==> src/verilog/flash_flags_pkg.sv <==
// constants and types for the flash algorithm status-flag block
package flash_flags_pkg;
  // timing, in microseconds at the system clock rate
  localparam int CLK_MHZ = 100;
  localparam int PROG_TIME_US = 10;
  localparam int WAIT_TIME_US = 30;
  localparam int ERASE_TIME_US = 40;
  localparam int LIMIT_TIME_US = 40;
  localparam int CNT_W = 12;
  localparam logic [CNT_W-1:0] PROG_CYC = CNT_W'(PROG_TIME_US * CLK_MHZ);
  localparam logic [CNT_W-1:0] WAIT_CYC = CNT_W'(WAIT_TIME_US * CLK_MHZ);
  localparam logic [CNT_W-1:0] ERASE_CYC = CNT_W'(ERASE_TIME_US * CLK_MHZ);
  localparam logic [CNT_W-1:0] LIMIT_CYC = CNT_W'(LIMIT_TIME_US * CLK_MHZ);
  // status byte positions
  localparam int POS_POLL = 7;
  localparam int POS_TOG = 6;
  localparam int POS_TMO = 5;
  localparam int POS_WIN = 3;
  localparam int POS_TOG2 = 2;
  // sector start addresses; sectors 0,1 form the lower bank
  localparam logic [15:0] SEC1_BASE = 16'h1800;
  localparam logic [15:0] SEC2_BASE = 16'h2000;
  localparam logic [15:0] SEC3_BASE = 16'h8000;
  // register map (byte offsets) and fields
  localparam logic [3:0] ADR_STATUS = 4'h0;
  localparam logic [3:0] ADR_SWEN = 4'h4;
  localparam int STAT_RDY = 0;
  localparam int STAT_TMO = 1;
  localparam int STAT_SUSP = 2;
  localparam int STAT_WAIT = 3;
  localparam logic [3:0] SWEN_RST = 4'h0;
  typedef enum logic [2:0] {
    ST_IDLE = 3'b000, ST_PROG = 3'b001, ST_WAIT = 3'b011,
    ST_ERASE = 3'b010, ST_SUSP = 3'b110, ST_FAIL = 3'b111
  } state_t;
  typedef enum logic [2:0] {
    CMD_RESET = 3'h0, CMD_PROG = 3'h1, CMD_CHIP = 3'h2,
    CMD_SECT = 3'h3, CMD_SUSP = 3'h4, CMD_RESUME = 3'h5
  } cmd_t;
  function automatic logic [1:0] sector_of(input logic [15:0] a);
    if (a >= SEC3_BASE) return 2'h3;
    else if (a >= SEC2_BASE) return 2'h2;
    else if (a >= SEC1_BASE) return 2'h1;
    else return 2'h0;
  endfunction : sector_of
endpackage : flash_flags_pkg
==> src/verilog/flash_algorithm_status_flags.sv <==
// status-flag readout and sequencing of the flash program/erase algorithm
// Notes on behaviour
// - status byte flags at bits 7,6,5,3,2
// - flags only on commanded bank, operated sector
// - algorithm end returns to read/reset state
// - program: inverted bit 7, toggle, others zero
// - after program, bit 7 is stored data
// - erase: poll 0, toggle, window 1, toggle2
// - erase wait: poll 0, toggles, window 0
// - suspended: toggle stops at 0, toggle2 runs
// - resume: toggle restarts, window stays 1
// - suspended: erasing sector poll 0, others data
// - failure: program inverted bit, erase zero
// - poll plus toggle reveal suspend and sector
// - status replaces array read until completion
// - flags show extra sector code accepted
// - ready bit in flash status register
// - toggle inverts on each status read except while suspended
// - time overrun sets timeout, needs reset
// - window 0 during wait, 1 after
// - erasing ignores all but suspend command
module flash_algorithm_status_flags
  import flash_flags_pkg::*;
(
  // clock and reset
  input wire logic clk_i,
  input wire logic rst_i,
  // wishbone register slave
  input wire logic wb_cyc_i,
  input wire logic wb_stb_i,
  input wire logic wb_we_i,
  input wire logic [3:0] wb_adr_i,
  input wire logic [3:0] wb_sel_i,
  input wire logic [31:0] wb_dat_i,
  output logic [31:0] wb_dat_o,
  output logic wb_ack_o,
  // decoded commands from the sequence decoder
  input wire logic cmd_valid_i,
  input wire logic [2:0] cmd_kind_i,
  input wire logic [15:0] cmd_addr_i,
  input wire logic [7:0] cmd_data_i,
  input wire logic [7:0] cmd_old_i,
  output logic cmd_accept_o,
  // array verify fault during erase
  input wire logic erase_fault_i,
  // cpu read port
  input wire logic rd_i,
  input wire logic [15:0] rd_addr_i,
  input wire logic [7:0] array_data_i,
  output logic [7:0] rd_data_o,
  output logic rd_valid_o,
  // algorithm status
  output logic busy_o
);

  state_t state_q, state_d;
  logic [CNT_W-1:0] cnt_q, cnt_d;
  logic [7:0] last_q, last_d;
  logic [1:0] op_sec_q, op_sec_d;
  logic [3:0] erase_set_q, erase_set_d;
  logic conflict_q, conflict_d;
  logic fail_erase_q, fail_erase_d;
  logic tog_q, tog_d;
  logic tog2_q, tog2_d;
  logic [7:0] rd_data_q, rd_data_d;
  logic rd_valid_q;
  logic [3:0] swen_q, swen_d;
  logic [31:0] wb_dat_q, wb_dat_d;
  logic ack_q;
  cmd_t kind;
  logic [1:0] cmd_sec;
  logic [1:0] rd_sec;
  logic bank_hit;
  logic in_erase_sec;
  logic status_hit;
  logic prog_hit;
  logic accept;
  logic last7;

  assign kind = cmd_t'(cmd_kind_i);
  assign cmd_sec = sector_of(cmd_addr_i);
  assign rd_sec = sector_of(rd_addr_i);
  assign last7 = last_q[POS_POLL];
  // only the bank that took the command shows flags
  assign bank_hit = rd_sec[1] == op_sec_q[1];
  assign in_erase_sec = erase_set_q[rd_sec];
  assign prog_hit = rd_sec == op_sec_q;

  // sequencer
  always_comb begin
    state_d = state_q;
    cnt_d = cnt_q;
    last_d = last_q;
    op_sec_d = op_sec_q;
    erase_set_d = erase_set_q;
    conflict_d = conflict_q;
    fail_erase_d = fail_erase_q;
    accept = 1'b0;
    case (state_q)
      ST_IDLE: begin
        if (cmd_valid_i && kind == CMD_PROG && swen_q[cmd_sec]) begin
          accept = 1'b1;
          last_d = cmd_data_i;
          op_sec_d = cmd_sec;
          conflict_d = |(cmd_data_i & ~cmd_old_i);
          // a 1 over a stored 0 never verifies and runs into the limit
          cnt_d = conflict_d ? LIMIT_CYC : PROG_CYC;
          state_d = ST_PROG;
        end else if (cmd_valid_i && kind == CMD_CHIP && &swen_q) begin
          accept = 1'b1;
          op_sec_d = cmd_sec;
          erase_set_d = 4'hf;
          cnt_d = ERASE_CYC;
          state_d = ST_ERASE;
        end else if (cmd_valid_i && kind == CMD_SECT && swen_q[cmd_sec]) begin
          accept = 1'b1;
          op_sec_d = cmd_sec;
          erase_set_d = 4'h1 << cmd_sec;
          cnt_d = WAIT_CYC;
          state_d = ST_WAIT;
        end
      end
      ST_PROG: begin
        cnt_d = cnt_q - 1'b1;
        if (cnt_q == 1'b1) begin
          fail_erase_d = 1'b0;
          state_d = conflict_q ? ST_FAIL : ST_IDLE;
        end
      end
      ST_WAIT: begin
        cnt_d = cnt_q - 1'b1;
        // extra sector codes only count inside the wait period
        if (cmd_valid_i && kind == CMD_SECT && swen_q[cmd_sec]
            && cmd_sec[1] == op_sec_q[1]) begin
          accept = 1'b1;
          erase_set_d = erase_set_q | (4'h1 << cmd_sec);
          cnt_d = WAIT_CYC;
        end else if (cnt_q == 1'b1) begin
          cnt_d = ERASE_CYC;
          state_d = ST_ERASE;
        end
      end
      ST_ERASE: begin
        cnt_d = cnt_q - 1'b1;
        if (cmd_valid_i && kind == CMD_SUSP) begin
          accept = 1'b1;
          cnt_d = cnt_q;
          state_d = ST_SUSP;
        end else if (erase_fault_i) begin
          fail_erase_d = 1'b1;
          state_d = ST_FAIL;
        end else if (cnt_q == 1'b1) begin
          erase_set_d = 4'h0;
          state_d = ST_IDLE;
        end
      end
      ST_SUSP: begin
        if (cmd_valid_i && kind == CMD_RESUME) begin
          accept = 1'b1;
          state_d = ST_ERASE;
        end
      end
      ST_FAIL: begin
        // the locked state holds until software issues reset
        if (cmd_valid_i && kind == CMD_RESET) begin
          accept = 1'b1;
          erase_set_d = 4'h0;
          state_d = ST_IDLE;
        end
      end
      default: begin
        state_d = ST_IDLE;
      end
    endcase
  end

  always_ff @(posedge clk_i) begin
    if (rst_i) begin
      state_q <= ST_IDLE;
      cnt_q <= '0;
      last_q <= 8'h00;
      op_sec_q <= 2'h0;
      erase_set_q <= 4'h0;
      conflict_q <= 1'b0;
      fail_erase_q <= 1'b0;
    end else begin
      state_q <= state_d;
      cnt_q <= cnt_d;
      last_q <= last_d;
      op_sec_q <= op_sec_d;
      erase_set_q <= erase_set_d;
      conflict_q <= conflict_d;
      fail_erase_q <= fail_erase_d;
    end
  end

  assign cmd_accept_o = accept;
  assign busy_o = state_q != ST_IDLE;

  // read path: a status byte stands in for array data
  always_comb begin
    rd_data_d = rd_data_q;
    tog_d = tog_q;
    tog2_d = tog2_q;
    status_hit = 1'b0;
    if (rd_i) begin
      rd_data_d = array_data_i;
      case (state_q)
        ST_PROG: begin
          status_hit = bank_hit && prog_hit;
          if (status_hit) begin
            rd_data_d[POS_POLL] = ~last_q[POS_POLL];
            rd_data_d[POS_TOG] = tog_q;
            rd_data_d[POS_TMO] = 1'b0;
            rd_data_d[POS_WIN] = 1'b0;
            rd_data_d[POS_TOG2] = 1'b0;
          end
        end
        ST_WAIT, ST_ERASE, ST_SUSP: begin
          status_hit = bank_hit && in_erase_sec;
          if (status_hit) begin
            rd_data_d[POS_POLL] = 1'b0;
            rd_data_d[POS_TOG] = (state_q == ST_SUSP) ? 1'b0 : tog_q;
            rd_data_d[POS_TMO] = 1'b0;
            rd_data_d[POS_WIN] = state_q != ST_WAIT;
            rd_data_d[POS_TOG2] = tog2_q;
          end
        end
        ST_FAIL: begin
          status_hit = bank_hit && (fail_erase_q ? in_erase_sec : prog_hit);
          if (status_hit) begin
            rd_data_d[POS_POLL] = fail_erase_q ? 1'b0 : ~last_q[POS_POLL];
            rd_data_d[POS_TOG] = tog_q;
            rd_data_d[POS_TMO] = 1'b1;
            rd_data_d[POS_WIN] = fail_erase_q;
            rd_data_d[POS_TOG2] = fail_erase_q ? tog2_q : 1'b0;
          end
        end
        default: begin
          status_hit = 1'b0;
        end
      endcase
      // toggle rests at 0 while suspended so resume restarts from 0
      if (status_hit && state_q != ST_SUSP) begin
        tog_d = ~tog_q;
      end
      if (status_hit && (state_q != ST_PROG) && !(state_q == ST_FAIL && !fail_erase_q)) begin
        tog2_d = ~tog2_q;
      end
    end
    if (state_q == ST_SUSP || state_q == ST_IDLE) begin
      tog_d = 1'b0;
    end
  end

  always_ff @(posedge clk_i) begin
    if (rst_i) begin
      rd_data_q <= 8'h00;
      rd_valid_q <= 1'b0;
      tog_q <= 1'b0;
      tog2_q <= 1'b0;
    end else begin
      rd_data_q <= rd_data_d;
      rd_valid_q <= rd_i;
      tog_q <= tog_d;
      tog2_q <= tog2_d;
    end
  end

  assign rd_data_o = rd_data_q;
  assign rd_valid_o = rd_valid_q;

  // wishbone slave: one wait state, unmapped reads give zero
  always_comb begin
    swen_d = swen_q;
    wb_dat_d = 32'h0000_0000;
    if (wb_cyc_i && wb_stb_i && !ack_q) begin
      if (wb_we_i && wb_adr_i == ADR_SWEN && wb_sel_i[0]) begin
        swen_d = wb_dat_i[3:0];
      end
      if (!wb_we_i && wb_adr_i == ADR_STATUS) begin
        wb_dat_d[STAT_RDY] = state_q == ST_IDLE;
        wb_dat_d[STAT_TMO] = state_q == ST_FAIL;
        wb_dat_d[STAT_SUSP] = state_q == ST_SUSP;
        wb_dat_d[STAT_WAIT] = state_q == ST_WAIT;
      end
      if (!wb_we_i && wb_adr_i == ADR_SWEN) begin
        wb_dat_d[3:0] = swen_q;
      end
    end
  end

  always_ff @(posedge clk_i) begin
    if (rst_i) begin
      swen_q <= SWEN_RST;
      wb_dat_q <= 32'h0000_0000;
      ack_q <= 1'b0;
    end else begin
      swen_q <= swen_d;
      wb_dat_q <= wb_dat_d;
      ack_q <= wb_cyc_i && wb_stb_i && !ack_q;
    end
  end

  assign wb_dat_o = wb_dat_q;
  assign wb_ack_o = ack_q;
endmodule : flash_algorithm_status_flags

==> config.mk <==
export PLATFORM = sky130hd
export DESIGN_NAME = flash_algorithm_status_flags
export DESIGN_NICKNAME = d
export VERILOG_FILES = /design/src/verilog/flash_flags_pkg.sv /design/src/verilog/flash_algorithm_status_flags.sv
export SDC_FILE = /design/constraint.sdc
export NUM_CORES = 1
export LEC_CHECK = 0
export ABC_AREA = 1
export BUFFER_PORTS_ARGS = -buffer_cell sky130_fd_sc_hd__buf_2
export CAP_MARGIN = 20
export CORE_MARGIN = 3
export CORE_UTILIZATION = 42
export DETAILED_ROUTE_END_ITERATION = 10
export PLACE_DENSITY = 0.84
export SYNTH_ARGS = -nofsm -noshare
export SYNTH_HDL_FRONTEND = slang
export SYNTH_SLANG_ARGS = --single-unit
export TNS_END_PERCENT = 20
==> constraint.sdc <==
create_clock -name clk_i -period 2.11 [get_ports clk_i]
set_input_delay 0.633 -clock clk_i [delete_from_list [all_inputs] [get_ports clk_i]]
set_output_delay 0.633 -clock clk_i [all_outputs]
set_load 0.01 [all_outputs]
==> out/qor.csv, run 1 <==
stage,metric,value,unit
run_status,status,"complete, but fails checks",
run_status,violations,setup timing,
floorplan,dieArea,0.008491,mm^2
sta,max_freq,402.7,MHz
power_and_ir_drop,p_leak,2.166,nW
sta,rsz0062_at_grt,yes,
cts,clk_pin_slew_worst_paths,0.09,ns
power_and_ir_drop,ir_drop,0.4548,mV
global_routing,grt_max_degree,19,
final_layout,layout_common_cells,"nand2_1 (96), buf_2 (65), inv_1 (62)",
drt,drcViolationCount,0,
global_routing,grtUsageTotal,20.61,%
synthesis,ys_types,43,
placement,io_buffers,69,
floorplan,core_area,0.006982,mm^2
floorplan,num_io_pins,151,
cts,cts-root-buf,clkbuf_8,
synthesis,async_reset_ff_share,0,%
synthesis,synth-edff-count,0,
synthesis,seq_area_frac_synth,28.26,%
setup_path,critical_path_arrival,1.85,ns
cts,clkLatencyLatePin,0.31,ns
sta,setup_violations,20,
final_layout,fill_cells,597,
setup_path,crit_type,in2out,
setup_path,end_kind,output port,
final_layout,syn_to_final_growth,33.60,%
synthesis,synth_area,0.003117,mm^2
drt,drtAntennaViolNets,0,
placement,pre_cts_ws,-0.4233,ns
min_path,hold_class,reg2reg,
final_layout,layout_commonest_cell,nand2_1,
global_routing,grt_pass1_wl,14390,um
sta,finalHoldViolCount,0,
setup_path,max_stage_delay,0.16,ns
synthesis,synth_area_leaders,"dfxtp_1 (28%), nand2_1 (12%), nor2_1 (7.9%)",
synthesis,yosysTopAreaCellShare,28.26,%
setup_path,critical_path.top_delay_family,simple AND/OR/NAND/NOR gates,
synthesis,ys_seq_elements,44,
final_layout,drive_above_1_share,31.30,%
global_routing,grt_pass1_vias,3212,
drt,wl,9249,um
floorplan,initial_core_util,44.64,%
final_layout,layout.nets,715,
cts,cts_tree,done,
synthesis,yosysTopAreaCell,dfxtp_1,
cts,cts-htree-levels,2,
floorplan,rows,30,
job,drv_cap,0,
setup_path,critPathBufInv,3,
setup_path,crit_path_max_fanout,3,
setup_path,crit_path_start_kind,input pin,
drt,wire_per_inst,13.16,um
synthesis,yosysWarnings,0,
global_routing,grt_overflow,0,
floorplan,chipWidth,92.15,um
sta,setup_slack,-0.3731,ns
floorplan,dieHeight,92.15,um
sta,fin_worst_skew,0.003663,ns
synthesis,syn_inst,482,
power_and_ir_drop,power_density,1007,mW/mm^2
sta,holdWs,0.4751,ns
setup_path,cp_slowest_cell,a21oi_2,
sta,max-slew-margin-rel,62.02,%
sta,period_needed,2.483,ns
placement,dp_hpwl,6671,um
placement,gp_congestion,0.9378,
sta,finalCritPeriodShare,117.7,%
cts,cts_buffers,5,
synthesis,synth_ff_type,dfxtp_1,
global_routing,grt_antenna_before_repair,0,
setup_path,path_cells,buf_6 -> buf_6 -> nor2_4 -> nand3_4 -> nor2_4 -> nor2_4 -> nand2_2 -> nand2_1 -> a21oi_2 -> nand3_2 -> buf_6,
sta,final_max_slew_viol_count,0,
final_layout,antenna_cells,0,
drt,vias,3578,
drt,via_per_inst,5.090,
cts,clock_path_buffers,2,
drt,drtIter0Drc,190,
drt,dr.pass1.iters,5,
setup_path,critPathRequiredTime,1.48,ns
cts,cts.sinks,44,
synthesis,avgSynthCellArea,6.466,um^2
cts,ctsHoldBuffers,0,
sta,worstMarginPinSlew,0.5654,ns
## registers in the layout (all words and copies together), names as in the netlist, 2 cells and up
name,flops
cnt_q,12
rd_data_o,8
erase_set_q,4
swen_q,4
wb_dat_o,4
state_q,3
op_sec_q,2
## area by class of cell
cell class | count | area, um^2 | share of cell area [%]
multi-input combinational | 363 | 1966 | 47.21
sequential | 44 | 880.8 | 21.15
timing repair buffer | 123 | 794.5 | 19.08
inverter | 68 | 281.5 | 6.761
tap | 96 | 120.1 | 2.885
clock buffer | 5 | 68.82 | 1.653
clock inverter | 3 | 46.29 | 1.112
timing repair inverter | 1 | 6.256 | 0.1502
## power breakdown
group          leakage, nW  total (mW)  internal [mW]  switching (mW)
clock               0.0548       0.689          0.357           0.332
sequential           0.361        1.13          0.992           0.143
combinational         1.75        2.37          0.933            1.44
## per-stage QoR
stage / total power [mW] / setup TNS (ns) / instances / cell area, um^2 / util [%]
floorplan: 2.710 / -0.1162 / 509 / 3264 / -
global placement: 3.181 / -1.556 / 686 / 3830 / 54.86
detailed placement: 3.258 / -2.885 / 686 / 3830 / 54.86
CTS: 4.022 / -2.462 / 700 / 4068 / 58.26
global route: 4.518 / -7.423 / 703 / 4164 / 59.64
finish: 4.194 / -5.954 / 703 / 4164 / 59.64
## tightest hold or removal path, delay by kind of cell, from the launching register on
kind | cells | cell delay, ns
flops | 1 | 0.32
buf+inv | 1 | 0.06
compound gates | 1 | 0.06
## cell usage after synthesis, types with 3 or more instances
| cell type | count |
|---|---|
| xor2_1 | 9 |
| nand2_1 | 97 |
| a21boi_0 | 4 |
| inv_2 | 3 |
| nand2_2 | 4 |
| nand3_1 | 35 |
| nor2_4 | 3 |
| nor3_1 | 12 |
| inv_1 | 64 |
| buf_4 | 28 |
| nand4_1 | 9 |
| o21ai_2 | 6 |
| a221oi_1 | 4 |
| o22ai_1 | 4 |
| nand3_2 | 5 |
| clkbuf_1 | 3 |
| o21ai_0 | 25 |
| nor2_2 | 3 |
| nor2_1 | 66 |
| a21oi_1 | 27 |
| dfxtp_1 | 44 |
## cells by family after synthesis
group / after synthesis / share of synthesized area [%]
flip-flops: 44 / 28.26
XOR/XNOR: 12 / 3.613
AND/OR/NAND/NOR: 244 / 36.57
adder cells (fa/ha/maj): 2 / 0.8028
other: 1 / 0.1203
buffers and inverters: 102 / 16.14
AO/OA/AOI/OAI: 77 / 14.49
## metal layers
metal / wire length, um / global-route usage (%) / up-vias
li1: - / - / 1751
met2: 4515 / 36.68 / 164
met3: 659 / 4.184 / 22
met4: 193 / 6.683 / 0
met1: 3881 / 24.66 / 1641
met5: 0 / 0 / -
## worst paths after layout
kind,startpoint,to,slack [ns],cells past startpoint
min,op_sec_q[0],op_sec_q[0],0.48,2
min reg2reg,op_sec_q[0],op_sec_q[0],0.48,2
max,cmd_addr_i[13],cmd_accept_o,-0.37,11
max reg2reg,swen_q[2],cnt_q[9],-0.19,17
## repair_timing
action / in CTS / in global routing
cloned: 0 / 1
gates resized for setup: 19 / 21
setup buffers: 6 / 2
pin swaps: 9 / 1
setup endpoints to repair: 1 / 23
(Power assumes the default switching activity.)
==> run 2, diff against run 1 <==
Settings changed: ABC_AREA 1 to unset.
==> out/qor.csv, run 2 <==
stage,metric,value,unit,change
run_status,status,"complete, but fails checks",,
run_status,violations,setup timing,,
final_layout,antenna_cells,0,,unchanged
global_routing,grt_max_degree,20,,+1
power_and_ir_drop,ir_drop,0.5281,mV,+16%
placement,dp.cells,620,,-9.6%
floorplan,dieArea,0.008238,mm^2,-3.0%
floorplan,core_area,0.006869,mm^2,-1.6%
final_layout,regMostFlops,cnt_q,,
cts,clk_pin_slew_worst_paths,0.08,ns,about the same
drt,wire_per_inst,14.28,um,+8.6%
sta,final_max_slew_viol_count,0,,unchanged
synthesis,synth-edff-count,0,,unchanged
floorplan,initial_core_util,43.93,%,-0.71 points
sta,tns,-2.426,ns,+3.527 ns
cts,cts_buffers,5,,unchanged
sta,max_freq,389.9,MHz,-3.2%
final_layout,layout.nets,644,,-9.9%
setup_path,critical_path_arrival,2.75,ns,+0.90 ns
synthesis,synth_area,0.003018,mm^2,-3.2%
final_layout,layout_commonest_cell,buf_4,,
global_routing,grt_pass1_vias,3318,,+3.3%
job,drv_cap,0,,unchanged
placement,dp_hpwl,6779,um,+1.6%
synthesis,yosysWarnings,0,,unchanged
power_and_ir_drop,p_leak,1.911,nW,-12%
setup_path,critPathBufInv,1,,-2
power_and_ir_drop,power,3.841,mW,-8.4%
floorplan,rows,30,,unchanged
sta,setup_slack,-0.4550,ns,-0.08191 ns
placement,gp_congestion,0.8915,,-4.9%
synthesis,syn_inst,399,,-17%
sta,worstMarginPinSlew,0.5418,ns,-0.02356 ns
sta,fin_worst_skew,0.007292,ns,+0.003629 ns
cts,cts-root-buf,clkbuf_8,,
synthesis,seq_area_frac_synth,29.19,%,+0.93 points
sta,period_needed,2.565,ns,+0.08191 ns
global_routing,grtUsageTotal,21.36,%,+0.74 points
synthesis,ys_types,61,,+42%
min_path,hold_class,reg2reg,,
cts,cts.sinks,44,,unchanged
drt,vias,3401,,-4.9%
synthesis,synth_ff_type,dfxtp_1,,
sta,finalCritPeriodShare,121.6,%,+3.9 points
final_layout,largest_register_ffs,12,,unchanged
cts,clkLatencyLatePin,0.29,ns,-0.02 ns
sta,rsz0062_at_grt,yes,,
synthesis,async_reset_ff_share,0,%,unchanged
final_layout,syn_to_final_growth,39.51,%,
floorplan,num_io_pins,151,,unchanged
setup_path,end_kind,register,,
setup_path,critPathRequiredTime,2.30,ns,+0.82 ns
drt,wl,9026,um,-2.4%
setup_path,critical_path.top_delay_family,simple AND/OR/NAND/NOR gates,,
final_layout,layout_common_cells,"buf_4 (77), buf_2 (68), dfxtp_1 (40)",,
setup_path,path_cells,inv_2 -> ha_4 -> or4b_4 -> or3_4 -> or3_1 -> a221o_1 -> nor3_4 -> mux2_4,,
cts,cts-htree-levels,2,,unchanged
setup_path,crit_path_start_kind,register,,
drt,dr.pass1.iters,4,,-1
final_layout,final_cells,632,,-10%
setup_path,crit_type,reg2reg,,
synthesis,yosysTopAreaCell,dfxtp_1,,
synthesis,ys_seq_elements,44,,unchanged
drt,drcViolationCount,0,,unchanged
floorplan,dieHeight,90.77,um,-1.5%
final_layout,drive_above_1_share,36.01,%,+4.7 points
synthesis,netlist_top_cells_count,"dfxtp_1 (44), nor2_1 (35), nand2_1 (34)",,
setup_path,crit_path_max_fanout,2,,-1
floorplan,chipWidth,90.77,um,-1.5%
drt,drtAntennaViolNets,0,,unchanged
sta,finalHoldViolCount,0,,unchanged
synthesis,synth.most_common_cell,dfxtp_1,,
setup_path,cp_slowest_cell,or4b_4,,
cts,cts_tree,done,,
drt,via_per_inst,5.381,,+5.7%
global_routing,grt_antenna_before_repair,0,,unchanged
final_layout,final_core_util,61.29,%,+1.7 points
synthesis,synth_area_leaders,"dfxtp_1 (29%), buf_4 (7.0%), nor2_1 (4.4%)",,
global_routing,grt_overflow,0,,unchanged
synthesis,yosysTopAreaCellShare,29.19,%,+0.93 points
drt,drtIter0Drc,210,,+11%
sta,max-slew-margin-rel,63.50,%,+1.5 points
global_routing,grt_pass1_wl,14900,um,+3.6%
synthesis,avgSynthCellArea,7.564,um^2,+17%
power_and_ir_drop,power_density,912.2,mW/mm^2,-9.4%
cts,clock_path_buffers,2,,unchanged
sta,setup_violations,12,,-40%
placement,io_buffers,69,,unchanged
setup_path,max_stage_delay,0.46,ns,+0.30 ns
run 2: cell count changes after synthesis, sizes merged, moves of 7 or more:
cell / before / now
inv: 68 / 23
nand3: 40 / 12
clkbuf: 3 / 15
mux2i: 0 / 13
nor2: 72 / 35
nand2b: 0 / 7
nand4: 12 / 2
nand2: 102 / 34
a211oi: 0 / 8
nor2b: 0 / 7
or3: 0 / 7
o21a: 0 / 7
o21ai: 33 / 23
xor2: 10 / 1
run 2: final cells by class:
cell class	instances	area (um^2)
clock buffer	7	96.34
multi-input combinational	312	2027
inverter	24	90.09
timing repair buffer	148	960.9
fill	595	2659
tap	96	120.1
sequential	44	885.9
clock inverter	1	30.03
run 2: power by group:
part / switching [mW] / internal (mW)
sequential: 0.0975 / 0.964
combinational: 1.09 / 0.989
clock: 0.284 / 0.418
total: 1.47 / 2.37
run 2: worst paths after layout:
check                               startpoint             end  slack (ns)  depth (start not counted)
worst max-delay path                  cnt_q[1]  erase_set_q[2]       -0.46                          8
worst min-delay path            erase_set_q[1]  erase_set_q[1]        0.48                          2
worst max register to register        cnt_q[1]  erase_set_q[2]       -0.46                          8
worst min register to register  erase_set_q[1]  erase_set_q[1]        0.48                          2
run 2: repair_timing:
action | in CTS | in global routing
resized for setup | 22 | 19
setup buffers | 1 | 3
pin swaps | 5 | 8
hold buffers | 0 | 0
setup endpoints to repair | 22 | 26
endpoints found under the hold margin | 0 | 0
run 2: metal layers:
metal  global-route usage (%)  wire length, um  up-vias
met2                    37.55             4479      139
li1                         -                -     1667
met3                    3.583              652       10
met4                    5.740              133        0
met5                        0                0        -
met1                    26.80             3760     1585
run 2: kinds of logic after synthesis:
logic type | after synthesis | synth area share (%)
xor gates and xnor gates | 4 | 1.161
muxes | 14 | 4.685
AOI/OAI and AO/OA | 111 | 25.37
DFF | 44 | 29.19
and+or+nand+nor | 153 | 26.41
adders and majority gates | 2 | 0.8291
other | 1 | 0.1243
buffers and inverters | 70 | 12.23
run 2: worst min-delay path, cell delays in order, from the launching register on:
cell,delay (ns)
dfxtp_1,0.33
nand2_1,0.06
mux2i_1,0.05
run 2: metrics by stage:
step	hold slack [ns]	worst slack, ns	cell area [um^2]
2_1_floorplan	0.4306	-0.5320	3119
3_3_place_gp	0.4598	-0.5373	3881
3_5_place_dp	0.4713	-0.5791	3881
4_1_cts	0.4831	-0.4908	4101
5_1_grt	0.5010	-0.5442	4210
6_report	0.4843	-0.4550	4210
